===== src/verilog/ref_clk_regs.vh =====
// Register map, field positions, reset values and counts for the reference clock block.
//
// Operation
// RULE1 - Pre-divide zero powers down PLLs zero to two.
// RULE2 - Software keeps fourth PLL pre-divide at 3 or more.
// RULE3 - First PLL M is 2N+A+1, else 2N.
// RULE4 - Seven-bit pre-divide, twelve-bit feedback per PLL.
// RULE5 - Output frequency is input times M/D/divide.
// RULE6 - Source select bit picks which input is primary.
// RULE7 - Mode field upper bit zero means manual.
// RULE8 - Manual mode: select pin picks primary or secondary.
// RULE9 - Manual switchover produces no output glitches.
// RULE10 - Auto: secondary after two idle secondary cycles.
// RULE11 - Auto mode reverts to primary once it returns.
// RULE12 - Software uses auto only with crystal input primary.
// RULE13 - Software avoids switchover with a crystal fitted.
// RULE14 - Switching is asynchronous; routed references may pulse. The design swaps on clk, only while output and new source are low.
// RULE15 - Secondary never runs faster than the primary.
// RULE16 - Load capacitance is 3.5 pF plus trim eighths.
// RULE17 - External reference: trim 00h, drive at default.
// RULE18 - Output divider decode of count and mode bit.
// RULE19 - Disabled output idles at chosen level, stays powered.
// RULE20 - Output zero has no divider; others even 2-256.
// RULE21 - Software disables dividers only on unused banks.
// RULE22 - Monitor counts secondary edges since last primary edge.
`ifndef REF_CLK_REGS_VH
`define REF_CLK_REGS_VH

`define CFG_ADDR       8'h00
`define CRYSTAL_LOAD_TRIM_ADDR      8'h01
`define STAT_ADDR      8'h02
`define PLL_D_BASE     8'h10
`define PLL_N_BASE     8'h14
`define PLL0_A_ADDR    8'h18
`define OUT_BASE       8'h21
`define PLL_M_BASE     8'h30
`define OUT_RATIO_BASE 8'h41

`define CFG_PRIM_BIT   0
`define CFG_MODE_LO    1
`define CFG_MODE_HI    2
`define CRYSTAL_LOAD_TRIM_TRIM_HI   4
`define CRYSTAL_LOAD_TRIM_DRV_LO    8
`define CRYSTAL_LOAD_TRIM_DRV_HI    9
`define OUT_Q_HI       6
`define OUT_PM_BIT     7
`define OUT_OEM_LO     8
`define OUT_OEM_HI     9

`define CFG_RST        3'h0
`define CRYSTAL_LOAD_TRIM_TRIM_RST  5'h00
`define CRYSTAL_LOAD_TRIM_DRV_RST   2'h3
`define PLL_D_RST      7'h01
`define PLL3_D_RST     7'h03
`define PLL3_D_MIN     7'h03
`define PLL_N_RST      12'h005
`define PLL0_A_RST     4'h0
`define OUT_Q_RST      7'h7F
`define OUT_Q_ALL      7'h7F
`define OUT_PM_RST     1'b1
`define OUT_OEM_RST    2'h0

`define LOSS_EDGES     2'h2
`define LOAD_BASE_8THS 6'h1C

`endif


===== src/verilog/sync2.v =====
// Two-flop synchroniser for asynchronous pin levels.
`timescale 1ns/1ps
`default_nettype none
module sync2 #(
   parameter W = 1
) (
   // Clock and reset
   input  wire         clk,
   input  wire         rst,
   // Levels
   input  wire [W-1:0] async_in,
   output reg  [W-1:0] sync_out
);
   reg [W-1:0] meta_q;

   always @(posedge clk) begin
      if (rst) begin
         meta_q   <= {W{1'b0}};
         sync_out <= {W{1'b0}};
      end else begin
         meta_q   <= async_in;
         sync_out <= meta_q;
      end
   end
endmodule // sync2
`default_nettype wire


===== src/verilog/out_div_decode.v =====
// Decoder of one output bank divider setting into a ratio and idle state.
`timescale 1ns/1ps
`default_nettype none
`include "ref_clk_regs.vh"
module out_div_decode (
   // Clock and reset
   input  wire       clk,
   input  wire       rst,
   // Setting
   input  wire [6:0] div_count,
   input  wire       divider_mode_bit,
   input  wire [1:0] idle_output_level,
   // Decoded
   output reg  [8:0] ratio_q,
   output reg        enable_q,
   output reg  [1:0] idle_q
);
   // The sum is widened first so that a count of 7Eh still gives a ratio of 256.
   wire [8:0] count_ratio = {{1'b0, div_count} + 8'h02, 1'b0};

   always @(posedge clk) begin
      if (rst) begin
         ratio_q  <= 9'h001;
         enable_q <= 1'b1;
         idle_q   <= `OUT_OEM_RST;
      end else begin
         if (div_count == `OUT_Q_ALL) begin
            ratio_q  <= divider_mode_bit ? 9'h001 : 9'h000; // RULE18
            enable_q <= divider_mode_bit; // RULE18
         end else begin
            ratio_q  <= divider_mode_bit ? count_ratio : 9'h002; // RULE20
            enable_q <= 1'b1;
         end
         // Divider stays powered; only the pin level is chosen when idle.
         idle_q <= idle_output_level; // RULE19
      end
   end
endmodule // out_div_decode
`default_nettype wire


===== src/verilog/ref_clock_select_and_dividers.v =====
// Reference clock selection, loss monitor and PLL/output divider configuration.
//
// The address-and-strobe port and the placing of the registers are this design's own decisions.
`timescale 1ns/1ps
`default_nettype none
`include "ref_clk_regs.vh"
module ref_clock_select_and_dividers #(
   parameter NPLL = 4,
   parameter NOUT = 6
) (
   // Clock and reset
   input  wire               clk,
   input  wire               rst,
   // Register port
   input  wire [7:0]         addr,
   input  wire [15:0]        wdata,
   input  wire               wr,
   input  wire               rd,
   output reg  [15:0]        rdata,
   // Reference pins
   input  wire               crystal_ref_input,
   input  wire               alt_clock_input,
   input  wire               input_select_pin,
   // Reference selection
   output reg                ref_clk_out,
   output reg                on_secondary,
   output reg                primary_lost,
   // PLL settings
   output reg  [NPLL-1:0]    pll_power_down,
   output reg  [NPLL*7-1:0]  pll_pre_divide,
   output reg  [NPLL*14-1:0] pll_feedback_m,
   // Output banks one and up
   output wire [NOUT*9-1:0]  out_ratio,
   output wire [NOUT-1:0]    out_enable,
   output wire [NOUT*2-1:0]  out_idle_level,
   // Crystal oscillator
   output reg  [5:0]         crystal_load_cap,
   output reg  [1:0]         crystal_drive_strength
);

   ////////////////////////////////////////////////////////////////////////////
   // Configuration registers.

   reg               primary_source_select_q;
   reg  [1:0]        switchover_select_q;
   reg  [4:0]        crystal_load_trim_q;
   reg  [1:0]        drive_q;
   reg  [NPLL*7-1:0] pre_div_q;
   reg  [NPLL*12-1:0] fb_div_q;
   reg  [3:0]        pll0_a_q;
   reg  [NOUT*7-1:0] out_count_q;
   reg  [NOUT-1:0]   out_mode_q;
   reg  [NOUT*2-1:0] out_oem_q;
   integer           i;

   always @(posedge clk) begin
      if (rst) begin
         primary_source_select_q <= 1'b0;
         switchover_select_q     <= 2'h0;
         crystal_load_trim_q     <= `CRYSTAL_LOAD_TRIM_TRIM_RST;
         drive_q                 <= `CRYSTAL_LOAD_TRIM_DRV_RST;
         pll0_a_q                <= `PLL0_A_RST;
         for (i = 0; i < NPLL; i = i + 1) begin
            pre_div_q[i*7 +: 7]  <= (i == 3) ? `PLL3_D_RST : `PLL_D_RST;
            fb_div_q[i*12 +: 12] <= `PLL_N_RST;
         end
         for (i = 0; i < NOUT; i = i + 1) begin
            out_count_q[i*7 +: 7] <= `OUT_Q_RST;
            out_mode_q[i]         <= `OUT_PM_RST;
            out_oem_q[i*2 +: 2]   <= `OUT_OEM_RST;
         end
      end else if (wr) begin
         if (addr == `CFG_ADDR) begin
            primary_source_select_q <= wdata[`CFG_PRIM_BIT];
            switchover_select_q     <= wdata[`CFG_MODE_HI:`CFG_MODE_LO];
         end
         if (addr == `CRYSTAL_LOAD_TRIM_ADDR) begin
            crystal_load_trim_q <= wdata[`CRYSTAL_LOAD_TRIM_TRIM_HI:0];
            drive_q             <= wdata[`CRYSTAL_LOAD_TRIM_DRV_HI:`CRYSTAL_LOAD_TRIM_DRV_LO];
         end
         if (addr == `PLL0_A_ADDR)
            pll0_a_q <= wdata[3:0];
         for (i = 0; i < NPLL; i = i + 1) begin
            if (addr == `PLL_D_BASE + i[7:0])
               pre_div_q[i*7 +: 7] <= wdata[6:0]; // RULE4
            if (addr == `PLL_N_BASE + i[7:0])
               fb_div_q[i*12 +: 12] <= wdata[11:0]; // RULE4
         end
         for (i = 0; i < NOUT; i = i + 1) begin
            if (addr == `OUT_BASE + i[7:0]) begin
               out_count_q[i*7 +: 7] <= wdata[`OUT_Q_HI:0];
               out_mode_q[i]         <= wdata[`OUT_PM_BIT];
               out_oem_q[i*2 +: 2]   <= wdata[`OUT_OEM_HI:`OUT_OEM_LO];
            end
         end
      end
   end

   ////////////////////////////////////////////////////////////////////////////
   // Reference synchronisers and edge detection.

   wire [2:0] pin_s;
   reg  [1:0] pin_last_q;

   sync2 #(
      .W (3)
   ) u_pin_sync (
      .clk      (clk),
      .rst      (rst),
      .async_in ({input_select_pin, alt_clock_input, crystal_ref_input}),
      .sync_out (pin_s)
   );

   // Primary and secondary swap with the source select bit.
   wire prim_lvl  = primary_source_select_q ? pin_s[1] : pin_s[0]; // RULE6
   wire sec_lvl   = primary_source_select_q ? pin_s[0] : pin_s[1]; // RULE6
   wire prim_last = primary_source_select_q ? pin_last_q[1] : pin_last_q[0];
   wire sec_last  = primary_source_select_q ? pin_last_q[0] : pin_last_q[1];
   wire prim_edge = prim_lvl != prim_last;
   wire sec_rise  = sec_lvl & ~sec_last;

   always @(posedge clk) begin
      if (rst)
         pin_last_q <= 2'h0;
      else
         pin_last_q <= pin_s[1:0];
   end

   ////////////////////////////////////////////////////////////////////////////
   // Loss-of-transition monitor and selection.

   reg  [1:0] sec_count_q;
   wire       lost      = sec_count_q == `LOSS_EDGES;
   wire       auto_mode = switchover_select_q[1]; // RULE7
   reg        want_sec;

   always @(posedge clk) begin
      if (rst)
         sec_count_q <= 2'h0;
      else if (prim_edge)
         sec_count_q <= 2'h0; // RULE22
      else if (sec_rise && !lost)
         sec_count_q <= sec_count_q + 2'h1; // RULE22
   end

   always @* begin
      if (auto_mode)
         want_sec = lost & ~prim_edge; // RULE10 RULE11
      else
         want_sec = pin_s[2]; // RULE8
   end

   // The mux only moves while the output and the incoming source are both
   // low, so no runt pulse reaches the PLL reference.
   wire new_lvl   = want_sec ? sec_lvl : prim_lvl;
   wire swap_safe = ~ref_clk_out & ~new_lvl; // RULE9

   always @(posedge clk) begin
      if (rst) begin
         on_secondary <= 1'b0;
         ref_clk_out  <= 1'b0;
         primary_lost <= 1'b0;
      end else begin
         primary_lost <= lost;
         if (want_sec != on_secondary && swap_safe) begin
            on_secondary <= want_sec; // RULE14
            ref_clk_out  <= new_lvl;
         end else begin
            ref_clk_out <= on_secondary ? sec_lvl : prim_lvl;
         end
      end
   end

   ////////////////////////////////////////////////////////////////////////////
   // PLL divider decode.

   genvar p;
   generate
      for (p = 0; p < NPLL; p = p + 1) begin : g_pll
         wire [6:0]  d = pre_div_q[p*7 +: 7];
         wire [11:0] n = fb_div_q[p*12 +: 12];
         wire [13:0] m;
         if (p == 0) begin : g_frac
            assign m = (pll0_a_q == 4'h0) ? {1'b0, n, 1'b0} :
                       ({1'b0, n, 1'b0} + {10'h000, pll0_a_q} + 14'h0001); // RULE3
         end else begin : g_int
            assign m = {2'h0, n}; // RULE3
         end
         always @(posedge clk) begin
            if (rst) begin
               pll_power_down[p]         <= 1'b0;
               pll_pre_divide[p*7 +: 7]  <= 7'h00;
               pll_feedback_m[p*14 +: 14] <= 14'h0000;
            end else begin
               pll_power_down[p]         <= (p < 3) && (d == 7'h00); // RULE1
               pll_pre_divide[p*7 +: 7]  <= d; // RULE5
               pll_feedback_m[p*14 +: 14] <= m; // RULE5
            end
         end
      end
   endgenerate

   ////////////////////////////////////////////////////////////////////////////
   // Output bank dividers.

   genvar b;
   generate
      for (b = 0; b < NOUT; b = b + 1) begin : g_out
         out_div_decode u_dec (
            .clk               (clk),
            .rst               (rst),
            .div_count         (out_count_q[b*7 +: 7]),
            .divider_mode_bit  (out_mode_q[b]),
            .idle_output_level (out_oem_q[b*2 +: 2]),
            .ratio_q           (out_ratio[b*9 +: 9]),
            .enable_q          (out_enable[b]),
            .idle_q            (out_idle_level[b*2 +: 2])
         );
      end
   endgenerate

   ////////////////////////////////////////////////////////////////////////////
   // Crystal oscillator settings.

   always @(posedge clk) begin
      if (rst) begin
         crystal_load_cap       <= `LOAD_BASE_8THS;
         crystal_drive_strength <= `CRYSTAL_LOAD_TRIM_DRV_RST;
      end else begin
         crystal_load_cap       <= `LOAD_BASE_8THS + {1'b0, crystal_load_trim_q}; // RULE16
         crystal_drive_strength <= drive_q;
      end
   end

   ////////////////////////////////////////////////////////////////////////////
   // Read port.

   // Flags settings the system must avoid: bad fourth pre-divide, or
   // automatic mode with the alternate input as primary.
   wire cfg_warn = (pre_div_q[3*7 +: 7] < `PLL3_D_MIN) // RULE2
                 | (auto_mode & primary_source_select_q); // RULE12
   reg [15:0] rd_mux;

   always @* begin
      rd_mux = 16'h0000;
      if (addr == `CFG_ADDR)
         rd_mux = {13'h0000, switchover_select_q, primary_source_select_q};
      if (addr == `CRYSTAL_LOAD_TRIM_ADDR)
         rd_mux = {6'h00, drive_q, 3'h0, crystal_load_trim_q};
      if (addr == `STAT_ADDR)
         rd_mux = {12'h000, cfg_warn, ~auto_mode, primary_lost, on_secondary};
      if (addr == `PLL0_A_ADDR)
         rd_mux = {12'h000, pll0_a_q};
      for (i = 0; i < NPLL; i = i + 1) begin
         if (addr == `PLL_D_BASE + i[7:0])
            rd_mux = {9'h000, pre_div_q[i*7 +: 7]};
         if (addr == `PLL_N_BASE + i[7:0])
            rd_mux = {4'h0, fb_div_q[i*12 +: 12]};
         if (addr == `PLL_M_BASE + i[7:0])
            rd_mux = {2'h0, pll_feedback_m[i*14 +: 14]};
      end
      for (i = 0; i < NOUT; i = i + 1) begin
         if (addr == `OUT_BASE + i[7:0])
            rd_mux = {6'h00, out_oem_q[i*2 +: 2], out_mode_q[i], out_count_q[i*7 +: 7]};
         if (addr == `OUT_RATIO_BASE + i[7:0])
            rd_mux = {7'h00, out_ratio[i*9 +: 9]};
      end
   end

   always @(posedge clk) begin
      if (rst)
         rdata <= 16'h0000;
      else if (rd)
         rdata <= rd_mux;
      else
         rdata <= 16'h0000;
   end

endmodule // ref_clock_select_and_dividers
`default_nettype wire


===== config.mk =====
export PLATFORM = sky130hd
export DESIGN_NAME = ref_clock_select_and_dividers
export DESIGN_NICKNAME = d
export VERILOG_FILES = /design/src/verilog/sync2.v /design/src/verilog/out_div_decode.v /design/src/verilog/ref_clock_select_and_dividers.v
export VERILOG_INCLUDE_DIRS = /design/src /design/src/verilog
export SDC_FILE = /design/constraint.sdc
export NUM_CORES = 1
export LEC_CHECK = 0
export CAP_MARGIN = 30
export CORE_ASPECT_RATIO = 2
export CORE_MARGIN = 2
export CORE_UTILIZATION = 40
export DETAILED_ROUTE_END_ITERATION = 6
export DONT_BUFFER_PORTS = 1
export SYNTH_ARGS = -nofsm -noshare
export SYNTH_HDL_FRONTEND = slang
export SYNTH_SLANG_ARGS = --single-unit

===== constraint.sdc =====
create_clock -name clk -period 4.25 [get_ports clk]
set_input_delay 0.85 -clock clk [delete_from_list [all_inputs] [get_ports clk]]
set_output_delay 0.85 -clock clk [all_outputs]
set_load 0.01 [all_outputs]

; ---- Word level (Yosys, flattened, before mapping)
; Cells that the tools add are included.
[totals]
regBits = 346
output_inout_bits = 187
input_bits = 31
[classes]
mux = 55
bitwise = 17
eq_ne = 36
n_reduce_logical = 37
add_sub_neg = 10
n_lt_le_gt_ge = 1
[op_table]
columns = operator, count
row1 = 2-to-1 mux 14 bit, 15
row2 = 2-to-1 mux 9 bit, 13
row3 = 2-to-1 mux 10 bit, 11
row4 = == test 8 x 6 -> 1 bit (second input constant), 10
row5 = == test 8 x 5 -> 1 bit (second input constant), 9
row6 = adder 7 x 2 -> 8 bit (second input constant), 6
row7 = == test 8 x 7 -> 1 bit (second input constant), 6
row8 = == test 7 bit (second input constant), 6
row9 = AND reduction 2 bit, 17
row10 = OR reduction 29 bit, 1
row11 = zero test 7 bit, 3
row12 = OR reduction 2 bit, 9
row13 = adder 13 x 4 -> 14 bit, 1
row14 = adder 14 x 1 -> 14 bit (second input constant), 1
row15 = 2-to-1 mux 1 bit, 14
row16 = OR reduction 14 bit, 1
row17 = 2-to-1 mux 13 bit, 1
row18 = NOT 1 bit, 12
row19 = == test 8 x 1 -> 1 bit (second input constant), 1
row20 = == test 8 x 2 -> 1 bit (second input constant), 1
row21 = zero test 8 bit, 1
row22 = < comparator 7 x 2 -> 1 bit (second input constant), 1
row23 = adder 5 x 5 -> 6 bit (first input constant), 1
row24 = AND 1 bit, 4
row25 = other kinds (9), 11

; ---- Logic depth before layout (Yosys ltp)
[logic_depth]
ltp_word = 29
depth_mapped = 10
depth_no_buf = 9

; ---- Modules after synthesis
; From an unflattened synthesis, not the netlist that was laid out.
[hier_totals]
cells_unflattened = 1639
hier_area_um2 = 14561.5
[by_module_without_submodules]
columns = module, area_per_inst_um2, instances, cells_each
row1 = ref_clock_select_and_dividers, 11873.9, 1, 1363
row2 = out_div_decode, 421.7, 6, 44
row3 = sync2, 157.7, 1, 12

; ---- Worst setup path before layout
; Ideal clock, no wire load.
[synth_path]
path_kind = in2reg
start = input port addr[7]
end = register fb_div_q[36]
path_buffers = 3
path_stages = 8
setup_slack_ns = 1.431
t_arrival_ns = 2.678
t_required_ns = 4.109
setup_ns = 0.141
path_cell_list = buf_4 > or4b_4 > buf_6 > or3_4 > or2_2 > buf_2 > nand2_1 > o211ai_1
[synth_between]
elab_chain_len = 2
[synth_rtl]
columns = item, line_no
row1 = start: declaration, ref_clock_select_and_dividers.v:15  ; input wire [7:0] addr,
row2 = == test 8 x 5 -> 1 bit, ref_clock_select_and_dividers.v:86  ; if (addr == `PLL_N_BASE + i[7:0])
row3 = AND reduction 2 bit (no line), --
row4 = end signal: indexed assignment, ref_clock_select_and_dividers.v:65  ; fb_div_q[i*12 +: 12] <= `PLL_N_RST;
row5 = end signal: indexed assignment, ref_clock_select_and_dividers.v:87  ; fb_div_q[i*12 +: 12] <= wdata[11:0];
row6 = end: declaration, ref_clock_select_and_dividers.v:49  ; reg [NPLL*12-1:0] fb_div_q;
; Every way passes these cells.
; A chain may end at the register's enable or synchronous reset.

; ---- Worst setup path after layout
[layout_path]
start = input port addr[5]
end = register rdata[7]
[layout_between]
elab_chain_len = 27
[layout_rtl]
columns = item, line_no
row1 = == test 8 x 2 -> 1 bit (no line), --
row2 = 2-to-1 mux 14 bit, ref_clock_select_and_dividers.v:250  ; if (addr == `STAT_ADDR)
row3 = 2-to-1 mux 14 bit, ref_clock_select_and_dividers.v:252  ; if (addr == `PLL0_A_ADDR)
row4 = 2-to-1 mux 14 bit, ref_clock_select_and_dividers.v:255  ; if (addr == `PLL_D_BASE + i[7:0])
row5 = 2-to-1 mux 14 bit, ref_clock_select_and_dividers.v:257  ; if (addr == `PLL_N_BASE + i[7:0])
row6 = 2-to-1 mux 14 bit, ref_clock_select_and_dividers.v:259  ; if (addr == `PLL_M_BASE + i[7:0])
row7 = 2-to-1 mux 14 bit, ref_clock_select_and_dividers.v:255
row8 = 2-to-1 mux 14 bit, ref_clock_select_and_dividers.v:257
row9 = [... 11 more ...], --
row10 = 2-to-1 mux 10 bit, ref_clock_select_and_dividers.v:263  ; if (addr == `OUT_BASE + i[7:0])
row11 = 2-to-1 mux 10 bit, ref_clock_select_and_dividers.v:265  ; if (addr == `OUT_RATIO_BASE + i[7:0])
row12 = 2-to-1 mux 10 bit, ref_clock_select_and_dividers.v:263
row13 = 2-to-1 mux 10 bit, ref_clock_select_and_dividers.v:265
row14 = 2-to-1 mux 10 bit, ref_clock_select_and_dividers.v:263
row15 = 2-to-1 mux 10 bit, ref_clock_select_and_dividers.v:265
row16 = 2-to-1 mux 10 bit, ref_clock_select_and_dividers.v:263
row17 = 2-to-1 mux 9 bit (*), ref_clock_select_and_dividers.v:265
row18 = end signal: assignment, ref_clock_select_and_dividers.v:274  ; rdata <= rd_mux;
row19 = end: declaration, ref_clock_select_and_dividers.v:19  ; output reg [15:0] rdata,
; Every way passes the cells marked *; elsewhere a longest branch is shown, timed or not.

==> metrics.txt <==
Seq/Total Area, Yosys=0.479; Final setup viols=0; top post-synthesis cells by area=dfxtp_1 (48%), nand2_1 (6.0%), nand3_1 (5.1%); Remaining DRCs=0; Setup Skew=between 0.015 and 0.02 ns; CP Data Arrival Time=3.43 ns; post-synth cell types=76; Post-DP Area=14,400 sq um; clock root buffer=clkbuf_16; unrepaired setup endpoints after global routing=false; largest net degree at the start of global routing=250; number of synthesized register bits=roughly 340; Worst path slowest cell=or4b_4; vias after detailed routing=between 10,000 and 15,000; Worst slew margin=0.412; Worst Setup End Kind=flip-flop; vias in the first global route=about 12,000; Slew Limit Fails=0; post-DP HPWL=40,500 microns; WL final=~55,000 microns; Iter 0 DRT Violations=996; Worst-path clk slew=0.07 ns; H-tree depth=1; FP Rows=97; Worst path max stage delay=0.70 ns; ratio of cells with drive above 1 in the final layout=0.0699; core area=35,000 sq um; TritonCTS buffer count=31; Critical Path Fanout Max=20; total grt overflow=0; Clock Sinks=between 300 and 400; Synth async-reset ratio=0; post-synth top area cell=dfxtp_1; EDFF count, synth=0; post-synthesis cell area=14,100 sq um; wire length per cell=26.9 microns; Resized cells post-CTS=0; Worst setup SP type=input port; commonest non-fill, non-tap cell in the layout=dfxtp_1; PD cells=403 nW/um^2; worst hold margin=around 0.33 ns; Critical path buffers and inverters=0; commonest non-fill, non-tap cells in the layout=dfxtp_1 (338), nand2_1 (226), nand3_1 (143); status=complete, no violations; Fill cells=3,464; number of buffers on the longest clock path=3; P_leak=5.90 nW; post-CTS setup buffer count=0; Max Cap Viol=0; worst vdd ir=0.381 mV; Die Y=270 microns; Synth Instances=1,630; crit path kind=in2reg; nets@finish=1,620; Avg Inst Size Synth=8.66 sq um; die area=between 30,000 and 40,000 sq um; Synth Flop Type=dfxtp_1; post-route ant nets=0; Ys Warns=0; Place WS=0.790 ns; Yosys top cell area share=0.479; gpl congestion=about 0.95; Fmax=343 MHz; first-pass iteration count of the detailed router=6; Final Hold Violating Endpoints=0; Design Area, Final=roughly 15,000 sq um; crit path time final=between 2 and 3 ns; CP delay by family, top=simple AND/OR/NAND/NOR gates; WP data required=4.76 ns; area grow syn2layout=8.96%; critical path, cell by cell=or4b_4 -> nor3_4 -> a211oi_1 -> o211a_1 -> nor4_1 -> o21ai_1 -> a31oi_1; IO Count=218; insertion delay to the later sink of the worst-skew pair=0.60 ns; Initial Utilization=0.404; initial antenna violation count=1; Worst Tran Pin Value=0.879 ns; gr usage total=0.293; Hold Buf Count CTS=0; first-pass GRT wire length=about 80,000 microns; Worst Setup Slack, final=1.33 ns; Hold/Removal Path Class=in2reg; IO Port Bufs=0; Final period util=0.686; CTS tree=yes; Vias/cell=6.05; setup TNS=0 ns; Die Span X=137 microns
[cell usage after synthesis, types with 4 or more instances]
cell type and number:
mux2i_1 19, a222oi_1 7, or4_1 9, nor2_1 141, a221o_1 6, a211o_1 24
buf_4 19, buf_2 30, a21oi_1 107, o22ai_1 22, xor2_1 18, xnor2_1 21
a211oi_1 8, nand3_1 143, dfxtp_1 338, nor2b_1 94, and3_1 45, nor4bb_1 5
o31ai_1 5, nand4_1 5, o221ai_1 7, ha_1 11, a21o_1 9, o21ai_0 28
or2_2 4, nor4_1 9, a221oi_1 24, inv_1 19, a22o_1 7, a22oi_1 22
nand2_1 226, nor4b_2 4, nand2b_1 7, nor3_1 30, clkbuf_1 73, o211ai_1 15
[through the flow]
stage               power [mW]  utilization  instances
floorplan                 3.45            -       1638
global placement          3.42        0.411       1989
detailed placement        3.42        0.411       1989
CTS                       6.24        0.440       2047
global route              6.36        0.440       2047
finish                    6.19        0.440       2048
[report_power, final]
group	internal, mW	total, mW	switching, mW
combinational	0.0521	0.139	0.0866
sequential	3.18	3.21	0.0239
clock	1.53	2.85	1.32
total	4.77	6.19	1.43
[state kept, by name, indices dropped and copies added, names as in the netlist, 4 cells and up]
register	cells
out_mode_q	6
out_oem_q	12
pll_feedback_m	50
g_out.u_dec.idle_q	12
out_count_q	42
crystal_load_trim_q	5
g_out.u_dec.ratio_q	54
crystal_load_cap	6
pll_pre_divide	28
g_out.u_dec.enable_q	6
pre_div_q	28
fb_div_q	48
pll0_a_q	4
rdata	14
[worst register-to-register path, delay by kind of cell (launching register included)]
family,cells,cell delay [ns]
adders and majority gates,1,0.46
and+or+nand+nor,4,0.73
AOI/OAI and AO/OA,2,0.32
buffers and inverters,1,0.10
DFF,1,0.44
xor gates and xnor gates,1,0.15
[area by class of cell]
cell class | count | area [sq um] | share of cell area
clock buffer | 45 | 888 | 0.0577
timing repair buffer | 34 | 255 | 0.0166
sequential | 338 | 6770 | 0.440
clock inverter | 13 | 133 | 0.00862
tap | 445 | 557 | 0.0362
inverter | 19 | 71.3 | 0.00463
multi-input combinational | 1153 | 6710 | 0.436
antenna | 1 | 2.50 | 0.000163
[kinds of logic after synthesis]
| family | count (synthesis) | synth area share |
|---|---|---|
| flops | 338 | 0.479 |
| buf+inv | 147 | 0.0484 |
| xor+xnor | 39 | 0.0242 |
| simple gates | 751 | 0.265 |
| other cells | 1 | 0.000266 |
| mux | 22 | 0.0159 |
| fa+ha+maj | 12 | 0.0112 |
| compound gates | 320 | 0.156 |
[routing by layer]
metal	share of wire	up-vias	GRT usage
met2	0.52	594	0.523
met1	0.32	5978	0.293
met5	0.00024	-	0
met3	0.078	184	0.0667
li1	-	5633	-
met4	0.082	2	0.202
[final timing paths]
check,start,cells after the start,slack (ns),end
setup reg to reg,fb_div_q[0]$_SDFFE_PP1P_,9,1.93,pll_feedback_m[12]$_SDFF_PP0_
setup / recovery,addr[5],7,1.33,rdata[7]$_SDFF_PP0_
hold reg to reg,u_pin_sync.meta_q[2]$_SDFF_PP0_,1,0.44,u_pin_sync.sync_out[2]$_SDFF_PP0_
hold / removal,rst,1,0.33,primary_lost$_SDFF_PP0_
Note: power is estimated with default switching activity, not from simulation.
